===== src/design/ipsc_cfg.svh =====
`ifndef IPSC_CFG_SVH
`define IPSC_CFG_SVH

// ****************************************
// register byte offsets
// ****************************************
`define IPSC_OFF_BUF 12'h000
`define IPSC_OFF_RELOAD 12'h004
`define IPSC_OFF_CTRL1 12'h008
`define IPSC_OFF_CTRL2 12'h00c
`define IPSC_OFF_STATUS 12'h010
`define IPSC_OFF_IRQ_STAT 12'h014
`define IPSC_OFF_IRQ_MASK 12'h018

// ****************************************
// control one fields
// ****************************************
`define IPSC_C1_WRITE_COLLISION 7
`define IPSC_C1_OVF 6
`define IPSC_C1_EN 5
`define IPSC_C1_CKP 4
`define IPSC_C1_MODE3 3

// ****************************************
// control two fields
// ****************************************
`define IPSC_C2_GENERAL_CALL_ENABLE 7
`define IPSC_C2_ACK_RECEIVED_STATUS 6
`define IPSC_C2_ACK_SEQUENCE_ENABLE 4
`define IPSC_C2_RECEIVE_ENABLE 3
`define IPSC_C2_PEN 2
`define IPSC_C2_REPEAT_START_ENABLE 1
`define IPSC_C2_SEN 0
`define IPSC_C2_SEQ_MASK 8'h17

// ****************************************
// status and irq fields
// ****************************************
`define IPSC_ST_STOP 4
`define IPSC_ST_BF 0
`define IPSC_IRQ_SSP 0
`define IPSC_IRQ_BCL 1

// ****************************************
// reset values
// ****************************************
`define IPSC_RST_BYTE 8'h00
`define IPSC_RST_CTRL1 8'h00

`endif


===== src/design/ipsc_pkg.sv =====
package ipsc_pkg;
    // gray coded stop walk
    typedef enum logic [2:0] {
        IPSC_IDLE = 3'b000,
        IPSC_SDA_LOW = 3'b001,
        IPSC_SCL_REL = 3'b011,
        IPSC_COUNT_HI = 3'b010,
        IPSC_SDA_REL = 3'b110,
        IPSC_FINAL = 3'b111
    } ipsc_state_type;
endpackage


===== src/design/ipsc_stop.sv =====
`include "ipsc_cfg.svh"
// Notes on behaviour
// - after sda is released and the baud count expires, sda sampled low is a collision.
// - once scl is released and sampled high, scl sampled low before sda may rise is a collision.
// - the stop starts with sda driven low and scl is released only once sda reads low.
// - after releasing scl wait for scl high, then load the counter from reload bits 6..0 and count to zero.
// - when the counter reaches zero after sda is released, sda is sampled to judge a collision.
// - in slave mode control two bits 5..1 read and write as address mask bits; the code keeps them as plain control two bits in every mode.
// - the mask register shares the reload offset and is reached only in slave 7-bit masking mode.
// - a collision aborts the sequence, releases both lines and clears the sequence bits.
// - any bus collision sets the bus collision flag and returns the port to idle.
// - sda high while scl high at stop end sets the stop detected status bit 4.
// - one baud period after a good stop the stop enable clears and the port irq flag sets.
module ipsc_stop (
    // clock, reset, enable
    input wire logic clk_in,
    input wire logic reset_in,
    input wire logic clk_en_in,
    // apb slave
    input wire logic psel_in,
    input wire logic penable_in,
    input wire logic pwrite_in,
    input wire logic [11:0] paddr_in,
    input wire logic [31:0] pwdata_in,
    output logic [31:0] prdata_out,
    output logic pready_out,
    output logic pslverr_out,
    // i2c lines, open drain
    input wire logic sda_in,
    output logic sda_out,
    output logic sda_oe_out,
    input wire logic scl_in,
    output logic scl_out,
    output logic scl_oe_out,
    // interrupt
    output logic irq_out
);
    // ****************************************
    // declarations
    // ****************************************
    logic [1:0] sda_sync_reg, sda_sync_next;
    logic [1:0] scl_sync_reg, scl_sync_next;
    ipsc_pkg::ipsc_state_type state_reg, state_next;
    logic [6:0] baud_down_counter_reg, baud_down_counter_next;
    logic sda_low_reg, sda_low_next;
    logic scl_low_reg, scl_low_next;
    logic [7:0] receive_transmit_buffer_reg, receive_transmit_buffer_next;
    logic [7:0] address_or_baud_reload_reg, address_or_baud_reload_next;
    logic [7:0] slave_address_mask_reg, slave_address_mask_next;
    logic [7:0] port_control_one_reg, port_control_one_next;
    logic [7:0] port_control_two_reg, port_control_two_next;
    logic [7:0] port_status_reg, port_status_next;
    logic [1:0] irq_stat_reg, irq_stat_next;
    logic [1:0] irq_mask_reg, irq_mask_next;
    logic [31:0] prdata_reg, prdata_next;
    logic ack_reg, ack_next;
    logic sda_s, scl_s, slave_mode, mask_mode, wr_acc, rd_acc, collide, stop_done, cnt_zero;
    logic [7:0] ctrl2_view;

    // ****************************************
    // decode
    // ****************************************
    assign sda_s = sda_sync_reg[1];
    assign scl_s = scl_sync_reg[1];
    assign slave_mode = ~port_control_one_reg[`IPSC_C1_MODE3];
    // modes 0110/0111 chosen as the 7-bit masking slave modes
    assign mask_mode = port_control_one_reg[3:1] == 3'h3;
    // one wait state: read data is loaded first, then the ready edge hands it over
    assign wr_acc = psel_in & penable_in & pwrite_in & ack_reg & clk_en_in;
    assign rd_acc = psel_in & penable_in & ~pwrite_in & ~ack_reg & clk_en_in;
    assign cnt_zero = baud_down_counter_reg == 7'h00;
    assign ctrl2_view = port_control_two_reg;
    assign pready_out = ack_reg;
    assign pslverr_out = 1'b0;
    assign prdata_out = prdata_reg;
    // open drain: output fixed low, enable pulls the line
    assign sda_out = 1'b0;
    assign scl_out = 1'b0;
    assign sda_oe_out = sda_low_reg;
    assign scl_oe_out = scl_low_reg;
    assign irq_out = |(irq_stat_reg & irq_mask_reg);

    // ****************************************
    // stop sequence
    // ****************************************
    always_comb begin
        sda_sync_next = {sda_sync_reg[0], sda_in};
        scl_sync_next = {scl_sync_reg[0], scl_in};
        state_next = state_reg;
        baud_down_counter_next = baud_down_counter_reg;
        sda_low_next = sda_low_reg;
        scl_low_next = scl_low_reg;
        collide = 1'b0;
        stop_done = 1'b0;
        case (state_reg)
            ipsc_pkg::IPSC_IDLE: begin
                if (port_control_two_reg[`IPSC_C2_PEN] && port_control_one_reg[`IPSC_C1_EN] && !slave_mode) begin
                    sda_low_next = 1'b1;
                    scl_low_next = 1'b1;
                    state_next = ipsc_pkg::IPSC_SDA_LOW;
                end
            end
            ipsc_pkg::IPSC_SDA_LOW: begin
                if (!sda_s) begin
                    scl_low_next = 1'b0;
                    state_next = ipsc_pkg::IPSC_SCL_REL;
                end
            end
            ipsc_pkg::IPSC_SCL_REL: begin
                // stretching: hold here while any device keeps scl low
                if (scl_s) begin
                    baud_down_counter_next = address_or_baud_reload_reg[6:0];
                    state_next = ipsc_pkg::IPSC_COUNT_HI;
                end
            end
            ipsc_pkg::IPSC_COUNT_HI: begin
                if (!scl_s) begin
                    collide = 1'b1;
                end else if (cnt_zero) begin
                    sda_low_next = 1'b0;
                    baud_down_counter_next = address_or_baud_reload_reg[6:0];
                    state_next = ipsc_pkg::IPSC_SDA_REL;
                end else begin
                    baud_down_counter_next = baud_down_counter_reg - 7'h01;
                end
            end
            ipsc_pkg::IPSC_SDA_REL: begin
                if (!cnt_zero) begin
                    baud_down_counter_next = baud_down_counter_reg - 7'h01;
                end else if (!sda_s) begin
                    collide = 1'b1;
                end else begin
                    baud_down_counter_next = address_or_baud_reload_reg[6:0];
                    state_next = ipsc_pkg::IPSC_FINAL;
                end
            end
            ipsc_pkg::IPSC_FINAL: begin
                if (cnt_zero) begin
                    stop_done = 1'b1;
                    state_next = ipsc_pkg::IPSC_IDLE;
                end else begin
                    baud_down_counter_next = baud_down_counter_reg - 7'h01;
                end
            end
            default: begin
                state_next = ipsc_pkg::IPSC_IDLE;
            end
        endcase
        if (collide || !port_control_one_reg[`IPSC_C1_EN]) begin
            sda_low_next = 1'b0;
            scl_low_next = 1'b0;
            state_next = ipsc_pkg::IPSC_IDLE;
        end
    end

    // ****************************************
    // registers and bus
    // ****************************************
    always_comb begin
        receive_transmit_buffer_next = receive_transmit_buffer_reg;
        address_or_baud_reload_next = address_or_baud_reload_reg;
        slave_address_mask_next = slave_address_mask_reg;
        port_control_one_next = port_control_one_reg;
        port_control_two_next = port_control_two_reg;
        port_status_next = port_status_reg;
        irq_mask_next = irq_mask_reg;
        irq_stat_next = irq_stat_reg;
        prdata_next = prdata_reg;
        ack_next = psel_in & penable_in & ~ack_reg;
        if (wr_acc) begin
            case (paddr_in)
                `IPSC_OFF_BUF: begin
                    // writes during a stop are dropped and flagged
                    if (state_reg != ipsc_pkg::IPSC_IDLE) begin
                        port_control_one_next[`IPSC_C1_WRITE_COLLISION] = 1'b1;
                    end else begin
                        receive_transmit_buffer_next = pwdata_in[7:0];
                        port_status_next[`IPSC_ST_BF] = 1'b1;
                    end
                end
                `IPSC_OFF_RELOAD: begin
                    if (slave_mode && mask_mode) begin
                        slave_address_mask_next = pwdata_in[7:0];
                    end else begin
                        address_or_baud_reload_next = pwdata_in[7:0];
                    end
                end
                `IPSC_OFF_CTRL1: port_control_one_next = pwdata_in[7:0];
                `IPSC_OFF_CTRL2: begin
                    // ack_received_status is hardware owned
                    port_control_two_next = {pwdata_in[7], port_control_two_reg[6], pwdata_in[5:0]};
                end
                `IPSC_OFF_IRQ_STAT: irq_stat_next = irq_stat_reg & ~pwdata_in[1:0];
                `IPSC_OFF_IRQ_MASK: irq_mask_next = pwdata_in[1:0];
                default: begin
                end
            endcase
        end
        if (rd_acc) begin
            case (paddr_in)
                `IPSC_OFF_BUF: prdata_next = {24'h000000, receive_transmit_buffer_reg};
                `IPSC_OFF_RELOAD: prdata_next = {24'h000000, (slave_mode && mask_mode) ?
                    slave_address_mask_reg : address_or_baud_reload_reg};
                `IPSC_OFF_CTRL1: prdata_next = {24'h000000, port_control_one_reg};
                `IPSC_OFF_CTRL2: prdata_next = {24'h000000, ctrl2_view};
                `IPSC_OFF_STATUS: prdata_next = {24'h000000, port_status_reg};
                `IPSC_OFF_IRQ_STAT: prdata_next = {30'h00000000, irq_stat_reg};
                `IPSC_OFF_IRQ_MASK: prdata_next = {30'h00000000, irq_mask_reg};
                default: prdata_next = 32'h00000000;
            endcase
        end
        if (collide) begin
            port_control_two_next = port_control_two_next & ~`IPSC_C2_SEQ_MASK;
            irq_stat_next[`IPSC_IRQ_BCL] = 1'b1;
        end
        if (state_reg == ipsc_pkg::IPSC_SDA_REL && cnt_zero && sda_s && scl_s) begin
            port_status_next[`IPSC_ST_STOP] = 1'b1;
        end
        if (stop_done) begin
            port_control_two_next[`IPSC_C2_PEN] = 1'b0;
            irq_stat_next[`IPSC_IRQ_SSP] = 1'b1;
        end
        if (!port_control_one_reg[`IPSC_C1_EN]) begin
            port_status_next[`IPSC_ST_STOP] = 1'b0;
        end
    end

    always_ff @(posedge clk_in) begin
        if (reset_in) begin
            sda_sync_reg <= 2'h3;
            scl_sync_reg <= 2'h3;
            state_reg <= ipsc_pkg::IPSC_IDLE;
            baud_down_counter_reg <= 7'h00;
            sda_low_reg <= 1'b0;
            scl_low_reg <= 1'b0;
            receive_transmit_buffer_reg <= `IPSC_RST_BYTE;
            address_or_baud_reload_reg <= `IPSC_RST_BYTE;
            slave_address_mask_reg <= `IPSC_RST_BYTE;
            port_control_one_reg <= `IPSC_RST_CTRL1;
            port_control_two_reg <= `IPSC_RST_BYTE;
            port_status_reg <= `IPSC_RST_BYTE;
            irq_stat_reg <= 2'h0;
            irq_mask_reg <= 2'h0;
            prdata_reg <= 32'h00000000;
            ack_reg <= 1'b0;
        end else if (clk_en_in) begin
            ack_reg <= ack_next;
            sda_sync_reg <= sda_sync_next;
            scl_sync_reg <= scl_sync_next;
            state_reg <= state_next;
            baud_down_counter_reg <= baud_down_counter_next;
            sda_low_reg <= sda_low_next;
            scl_low_reg <= scl_low_next;
            receive_transmit_buffer_reg <= receive_transmit_buffer_next;
            address_or_baud_reload_reg <= address_or_baud_reload_next;
            slave_address_mask_reg <= slave_address_mask_next;
            port_control_one_reg <= port_control_one_next;
            port_control_two_reg <= port_control_two_next;
            port_status_reg <= port_status_next;
            irq_stat_reg <= irq_stat_next;
            irq_mask_reg <= irq_mask_next;
            prdata_reg <= prdata_next;
        end
    end
endmodule


===== config.mk =====
export PLATFORM = sky130hd
export DESIGN_NAME = ipsc_stop
export DESIGN_NICKNAME = d
export VERILOG_FILES = /design/src/design/ipsc_pkg.sv /design/src/design/ipsc_stop.sv
export VERILOG_INCLUDE_DIRS = /design/src /design/src/design
export SDC_FILE = /design/constraint.sdc
export NUM_CORES = 1
export LEC_CHECK = 0
export BUFFER_PORTS_ARGS = -buffer_cell sky130_fd_sc_hd__buf_4
export CAP_MARGIN = 20
export CORE_ASPECT_RATIO = 1.2
export CORE_MARGIN = 2
export CORE_UTILIZATION = 35
export CTS_BUF_LIST = sky130_fd_sc_hd__clkbuf_2
export CTS_CLUSTER_DIAMETER = 30
export DETAILED_ROUTE_END_ITERATION = 8
export MAX_ROUTING_LAYER = met4
export PLACE_DENSITY = 0.66
export SETUP_SLACK_MARGIN = 0.1
export SLEW_MARGIN = 20
export SYNTH_ARGS = -nofsm -noshare
export SYNTH_HDL_FRONTEND = slang
export SYNTH_SLANG_ARGS = --single-unit

===== constraint.sdc =====
create_clock -name clk_in -period 3 [get_ports clk_in]
set_input_delay 0.45 -clock clk_in [delete_from_list [all_inputs] [get_ports clk_in]]
set_output_delay 0.45 -clock clk_in [all_outputs]
set_load 0.01 [all_outputs]

Yosys cells after proc, flatten, opt, wreduce, memory -nomap -nowiden

Cells that the tools add are included.

Bits in registers: 95
Input port bits: 52
Output and inout port bits: 39
Logic and storage cells: 149

$add $sub $neg: 1
Eq/ne operators: 26
Multiplexer cells: 45
Bitwise logic cells: 16
Reductions and logical operators: 40

Operators by type and width:

| kind                                                 | count |
|---|---|
| case mux 8 bit (7 select lines)                      | 1 |
| two-way mux 7 bit                                    | 6 |
| equality test 12 x 5 -> 1 bit, second input constant | 3 |
| case mux 7 bit (4 select lines)                      | 1 |
| two-way mux 3 bit                                    | 9 |
| inequality test 3 bit, second input constant         | 9 |
| equality test 12 x 4 -> 1 bit, second input constant | 2 |
| two-way mux 8 bit                                    | 3 |
| AND reduction 4 bit                                  | 5 |
| case mux 3 bit (6 select lines)                      | 1 |
| AND reduction 3 bit                                  | 6 |
| two-way mux 1 bit                                    | 17 |
| nonzero test 3 bit                                   | 5 |
| equality test 12 x 3 -> 1 bit, second input constant | 1 |
| zero test 12 bit                                     | 1 |
| nonzero test 2 bit                                   | 6 |
| equality test 3 x 2 -> 1 bit, second input constant  | 3 |
| AND reduction 9 bit                                  | 1 |
| bitwise AND 1 bit                                    | 8 |
| inequality test 2 bit, second input constant         | 4 |
| case mux 1 bit (2 select lines)                      | 4 |
| zero test 7 bit                                      | 1 |
| subtractor 7 x 1 -> 7 bit, second input constant     | 1 |
| equality test 3 bit, second input constant           | 2 |
| 16 further kinds                                     | 28 |

Logic depth before layout (Yosys ltp)

Word-level depth: 7
Mapped depth: 7
Gate-level depth less buffers: 7

Least setup slack after synthesis

Ideal clock, no wire load.

Path kind: input to register
Start point: input paddr_in[7]
End point: register slave_address_mask_reg[0]
Arrival: 2.151 ns
Data required time: 2.872 ns
Path slack: 0.721 ns
Cell stages on the path: 6
Path buffers: 1
Cells stage by stage: or4_1 buf_2 or4_4 nor3_4 mux2i_1 nor2_1

Word-level cells in the longest chain between the ends: 2

RTL lines:

| what                          | line             | source |
|---|---|---|
| start, declared               | ipsc_stop.sv:23  | `input wire logic [11:0] paddr_in,` |
| equality test 12 x 3 -> 1 bit | ipsc_stop.sv:171 | `case (paddr_in)` |
| AND reduction 4 bit (no line) | --               |  |
| end signal, assigned          | ipsc_stop.sv:238 | `` slave_address_mask_reg <= `IPSC_RST_BYTE; `` |
| end signal, assigned          | ipsc_stop.sv:256 | `slave_address_mask_reg <= slave_address_mask_next;` |
| end, declared                 | ipsc_stop.sv:49  | `logic [7:0] slave_address_mask_reg, slave_address_mask_next;` |

No other way between the ends.
A chain may end at the register's enable or synchronous reset.

Final worst setup path

Start point: register baud_down_counter_reg[0]
End point: register baud_down_counter_reg[3]

Word-level cells in the longest chain between the ends: 4
Elaborated cells between the ends (all ways): 10

RTL lines:

| what                                                         | line             | source |
|---|---|---|
| start, declared                                              | ipsc_stop.sv:44  | `logic [6:0] baud_down_counter_reg, baud_down_counter_next;` |
| start signal, assigned                                       | ipsc_stop.sv:251 | `baud_down_counter_reg <= baud_down_counter_next;` |
| subtractor 7 x 1 -> 7 bit or zero test 7 bit (tied branches) | --               |  |
| two-way mux 7 bit                                            | ipsc_stop.sv:119 | `end else if (cnt_zero) begin` |
| two-way mux 7 bit                                            | ipsc_stop.sv:117 | `if (!scl_s) begin` |
| case mux 7 bit (4 select lines)                              | ipsc_stop.sv:95  | `case (state_reg)` |

Parallel ways exist; a longest one is shown, timed or not. The select of a mux whose other input is x is not followed.

==> summary.txt <==
Placed design
  – Post-Place Worst Slack: 0.4055 ns
  – Port Buffers: 39
  – Routability Congestion: 0.9074
  – Cells after DPL: 583
  – Post-DP HPWL: 6.658 mm

Logic synthesis
  – Most frequent cells after synthesis: dfxtp_1, nor2_1, mux2i_1
  – Synth cell types: 56
  – Area share of fa/ha/maj cells after synthesis: 0.006773
  – Flops & latches, synth: 70
  – Synth Instances: 432
  – XOR/XNOR Fraction of Synth Area: 0
  – Ranking of synthesized cells by area: dfxtp_1, mux2i_1, nor2_1
  – Multiplexer area fraction after synthesis: 0.1612
  – Most common cell in the synthesized netlist: dfxtp_1
  – Complex-gate fraction of the synthesized area: 0.1500
  – Yosys top cell area share: 0.3793
  – Yosys warning count: 0
  – Post-synthesis async set-or-reset flop share: 0
  – Synth Cell Area: 3695 um2
  – Mean Syn Cell Area: 8.553 um2
  – Sequential share of the synthesized area: 0.3793
  – Combinational family with the most area after synthesis: simple AND/OR/NAND/NOR gates
  – Simple-gate portion of the synthesized area: 0.2015
  – Number of flops mapped to enable cells by yosys: 0
  – Synth Flop Type: dfxtp_1
  – Area leader, netlist: dfxtp_1

Cells and area
  – Post-Layout Cell Count: 599
  – Antenna cells: 0
  – Final Util: 0.3930
  – Area grow syn2layout: 10.77%
  – Final nets: 519
  – Register area: 1401 um2
  – Share of cells above drive strength 1: 0.1596
  – Layout filler cell count: 1064
  – Area of the multi-input gates: 2021 um2

STA
  – Worst slew pin tran: 0.6978 ns
  – Clk_skew: 0.02207 ns
  – RSZ-0062 raised after global routing: false
  – Hold Vio Cnt, Final: 0
  – Final Critical Period: 2.155 ns
  – Max-slew violations: 0
  – Setup ws final: 0.8454 ns
  – Fmax: 0.4641 GHz
  – Rel. slew slack: 0.5334
  – Setup-failing EPs final: 0
  – Final cycle utilization of the critical path: 0.7182
  – Sum Neg Setup Slack: 0 ns

Global routing
  – Initial antenna violation count: 0
  – GRT overflow: 0
  – Global-route wire length before repair: 14.84 mm
  – Global Route Usage Sum: 0.1684
  – Vias in the first global route: 2804
  – Largest net degree at the start of global routing: 60

Route
  – First-pass DRT Iterations: 4
  – DR vias/cell: 5.366
  – Vias: 3214
  – Antenna Violating Nets Remaining: 0
  – Drt total wl: 9.443 mm
  – Iter 0 DRT Violations: 265
  – DR WL/cell: 15.76 um
  – DRC: 0

Clock network
  – Clk slew on worst S/H paths: 0.20 ns
  – CTS Buffer Depth: 2
  – CTS Sinks: 70
  – CTS H-tree depth: 3
  – Setup bufs post-CTS: 0
  – CTS buffer count: 9
  – Post-CTS Hold Fix Bufs: 0
  – CTS tree: yes
  – Clock Tree Root: clkbuf_2
  – Post-CTS resize count: 0
  – Worst skew pair latency: 0.52 ns

Floorplan
  – Die Span Y: 116.6 um
  – Core Rows: 41
  – Core Region: 10410 um2
  – Initial core utilization: 0.3548
  – IO Pins: 91
  – Die X: 97.80 um
  – Full die area: 11400 um2

Worst setup path
  – Critical Path RT: 3.45 ns
  – Peak fanout along the critical path: 8
  – Crit path kind: reg2reg
  – CP startpoint kind: register
  – Crit. End Element: register
  – Worst path slowest cell: a21oi_1
  – Worst-path cell chain: inv_1, ha_1, and3_1, a21oi_1, buf_4, mux2_2, o32ai_1
  – CP Data Arrival Time: 2.60 ns
  – Critical Path Max Stage Delay: 0.47 ns

Min path
  – HP Class: in2reg

Power and ir drop
  – Maximum vdd drop: 0.2232 mV
  – Leak: 1.632 nW
  – Power Dens Cells: 373.1 nW/um2

Run status
  – Status: finished clean

Run
  – Max_cap viols: 0
==> logic make-up after synthesis <==
kind of cell / Yosys count
other cells: 1
buf+inv: 68
compound gates: 82
simple gates: 150
mux: 59
flops: 70
fa+ha+maj: 2
==> layout by cell type, fill, tap and decap left out, types with 6 or more instances in the layout <==
cell type	instances
o21ai_0	13
nor2_1	58
nand3_1	14
a211oi_1	7
buf_4	48
inv_1	15
mux2i_1	55
a21oi_1	20
a22oi_1	6
nand4_1	10
nand2_1	30
nor3_1	7
clkbuf_2	10
conb_1	27
dfxtp_1	70
==> final cells by class <==
class / count / share of cell area
inverters: 16 / 0.01467
multi-input cells: 320 / 0.4937
clock inverters: 6 / 0.009477
clock buffers: 10 / 0.01223
repair buffers: 48 / 0.08805
well taps: 129 / 0.03944
flip-flops and latches: 70 / 0.3424
==> layer usage <==
| metal | GRT usage | wire (um) | vias to the layer above |
|---|---|---|---|
| li1 | - | - | 1571 |
| met5 | - | 0 | - |
| met4 | 0.04074 | 123 | 0 |
| met3 | 0.04189 | 548 | 12 |
| met2 | 0.2680 | 4588 | 98 |
| met1 | 0.2170 | 4183 | 1533 |
==> worst paths after layout <==
kind                                                 end  cells after the start                startpoint  slack [ns]
worst max register to register  baud_down_counter_reg[3]                      7  baud_down_counter_reg[0]        0.85
worst min-delay path                     sda_sync_reg[0]                      3                    sda_in        0.14
worst min register to register             ctrl2_view[5]                      2             ctrl2_view[5]        0.46
worst max-delay path            baud_down_counter_reg[3]                      7  baud_down_counter_reg[0]        0.85
==> critical path: cells and delay by family (launching register included) <==
family | cells | cell delay (ns)
AOI/OAI and AO/OA | 2 | 0.58
buffers and inverters | 2 | 0.38
DFF | 1 | 0.37
muxes | 1 | 0.35
adders and majority gates | 1 | 0.23
and+or+nand+nor | 1 | 0.19
==> power by group <==
part           switching (W)  internal, W
clock               0.000350     0.000110
sequential        0.00000477     0.000936
combinational      0.0000837    0.0000424
total               0.000438      0.00109
==> per-stage QoR <==
stage                     area [um2]  hold slack, ns  power, W
after floorplan                 3792          0.4316  0.001055
final                           4093          0.1366  0.001527
after CTS                       4093          0.1112  0.001544
after detailed placement        4004          0.4450  0.001085
after global routing            4093          0.1062  0.001590
after global placement          4004          0.4400  0.001083
Power figures use the tool's default switching activity.
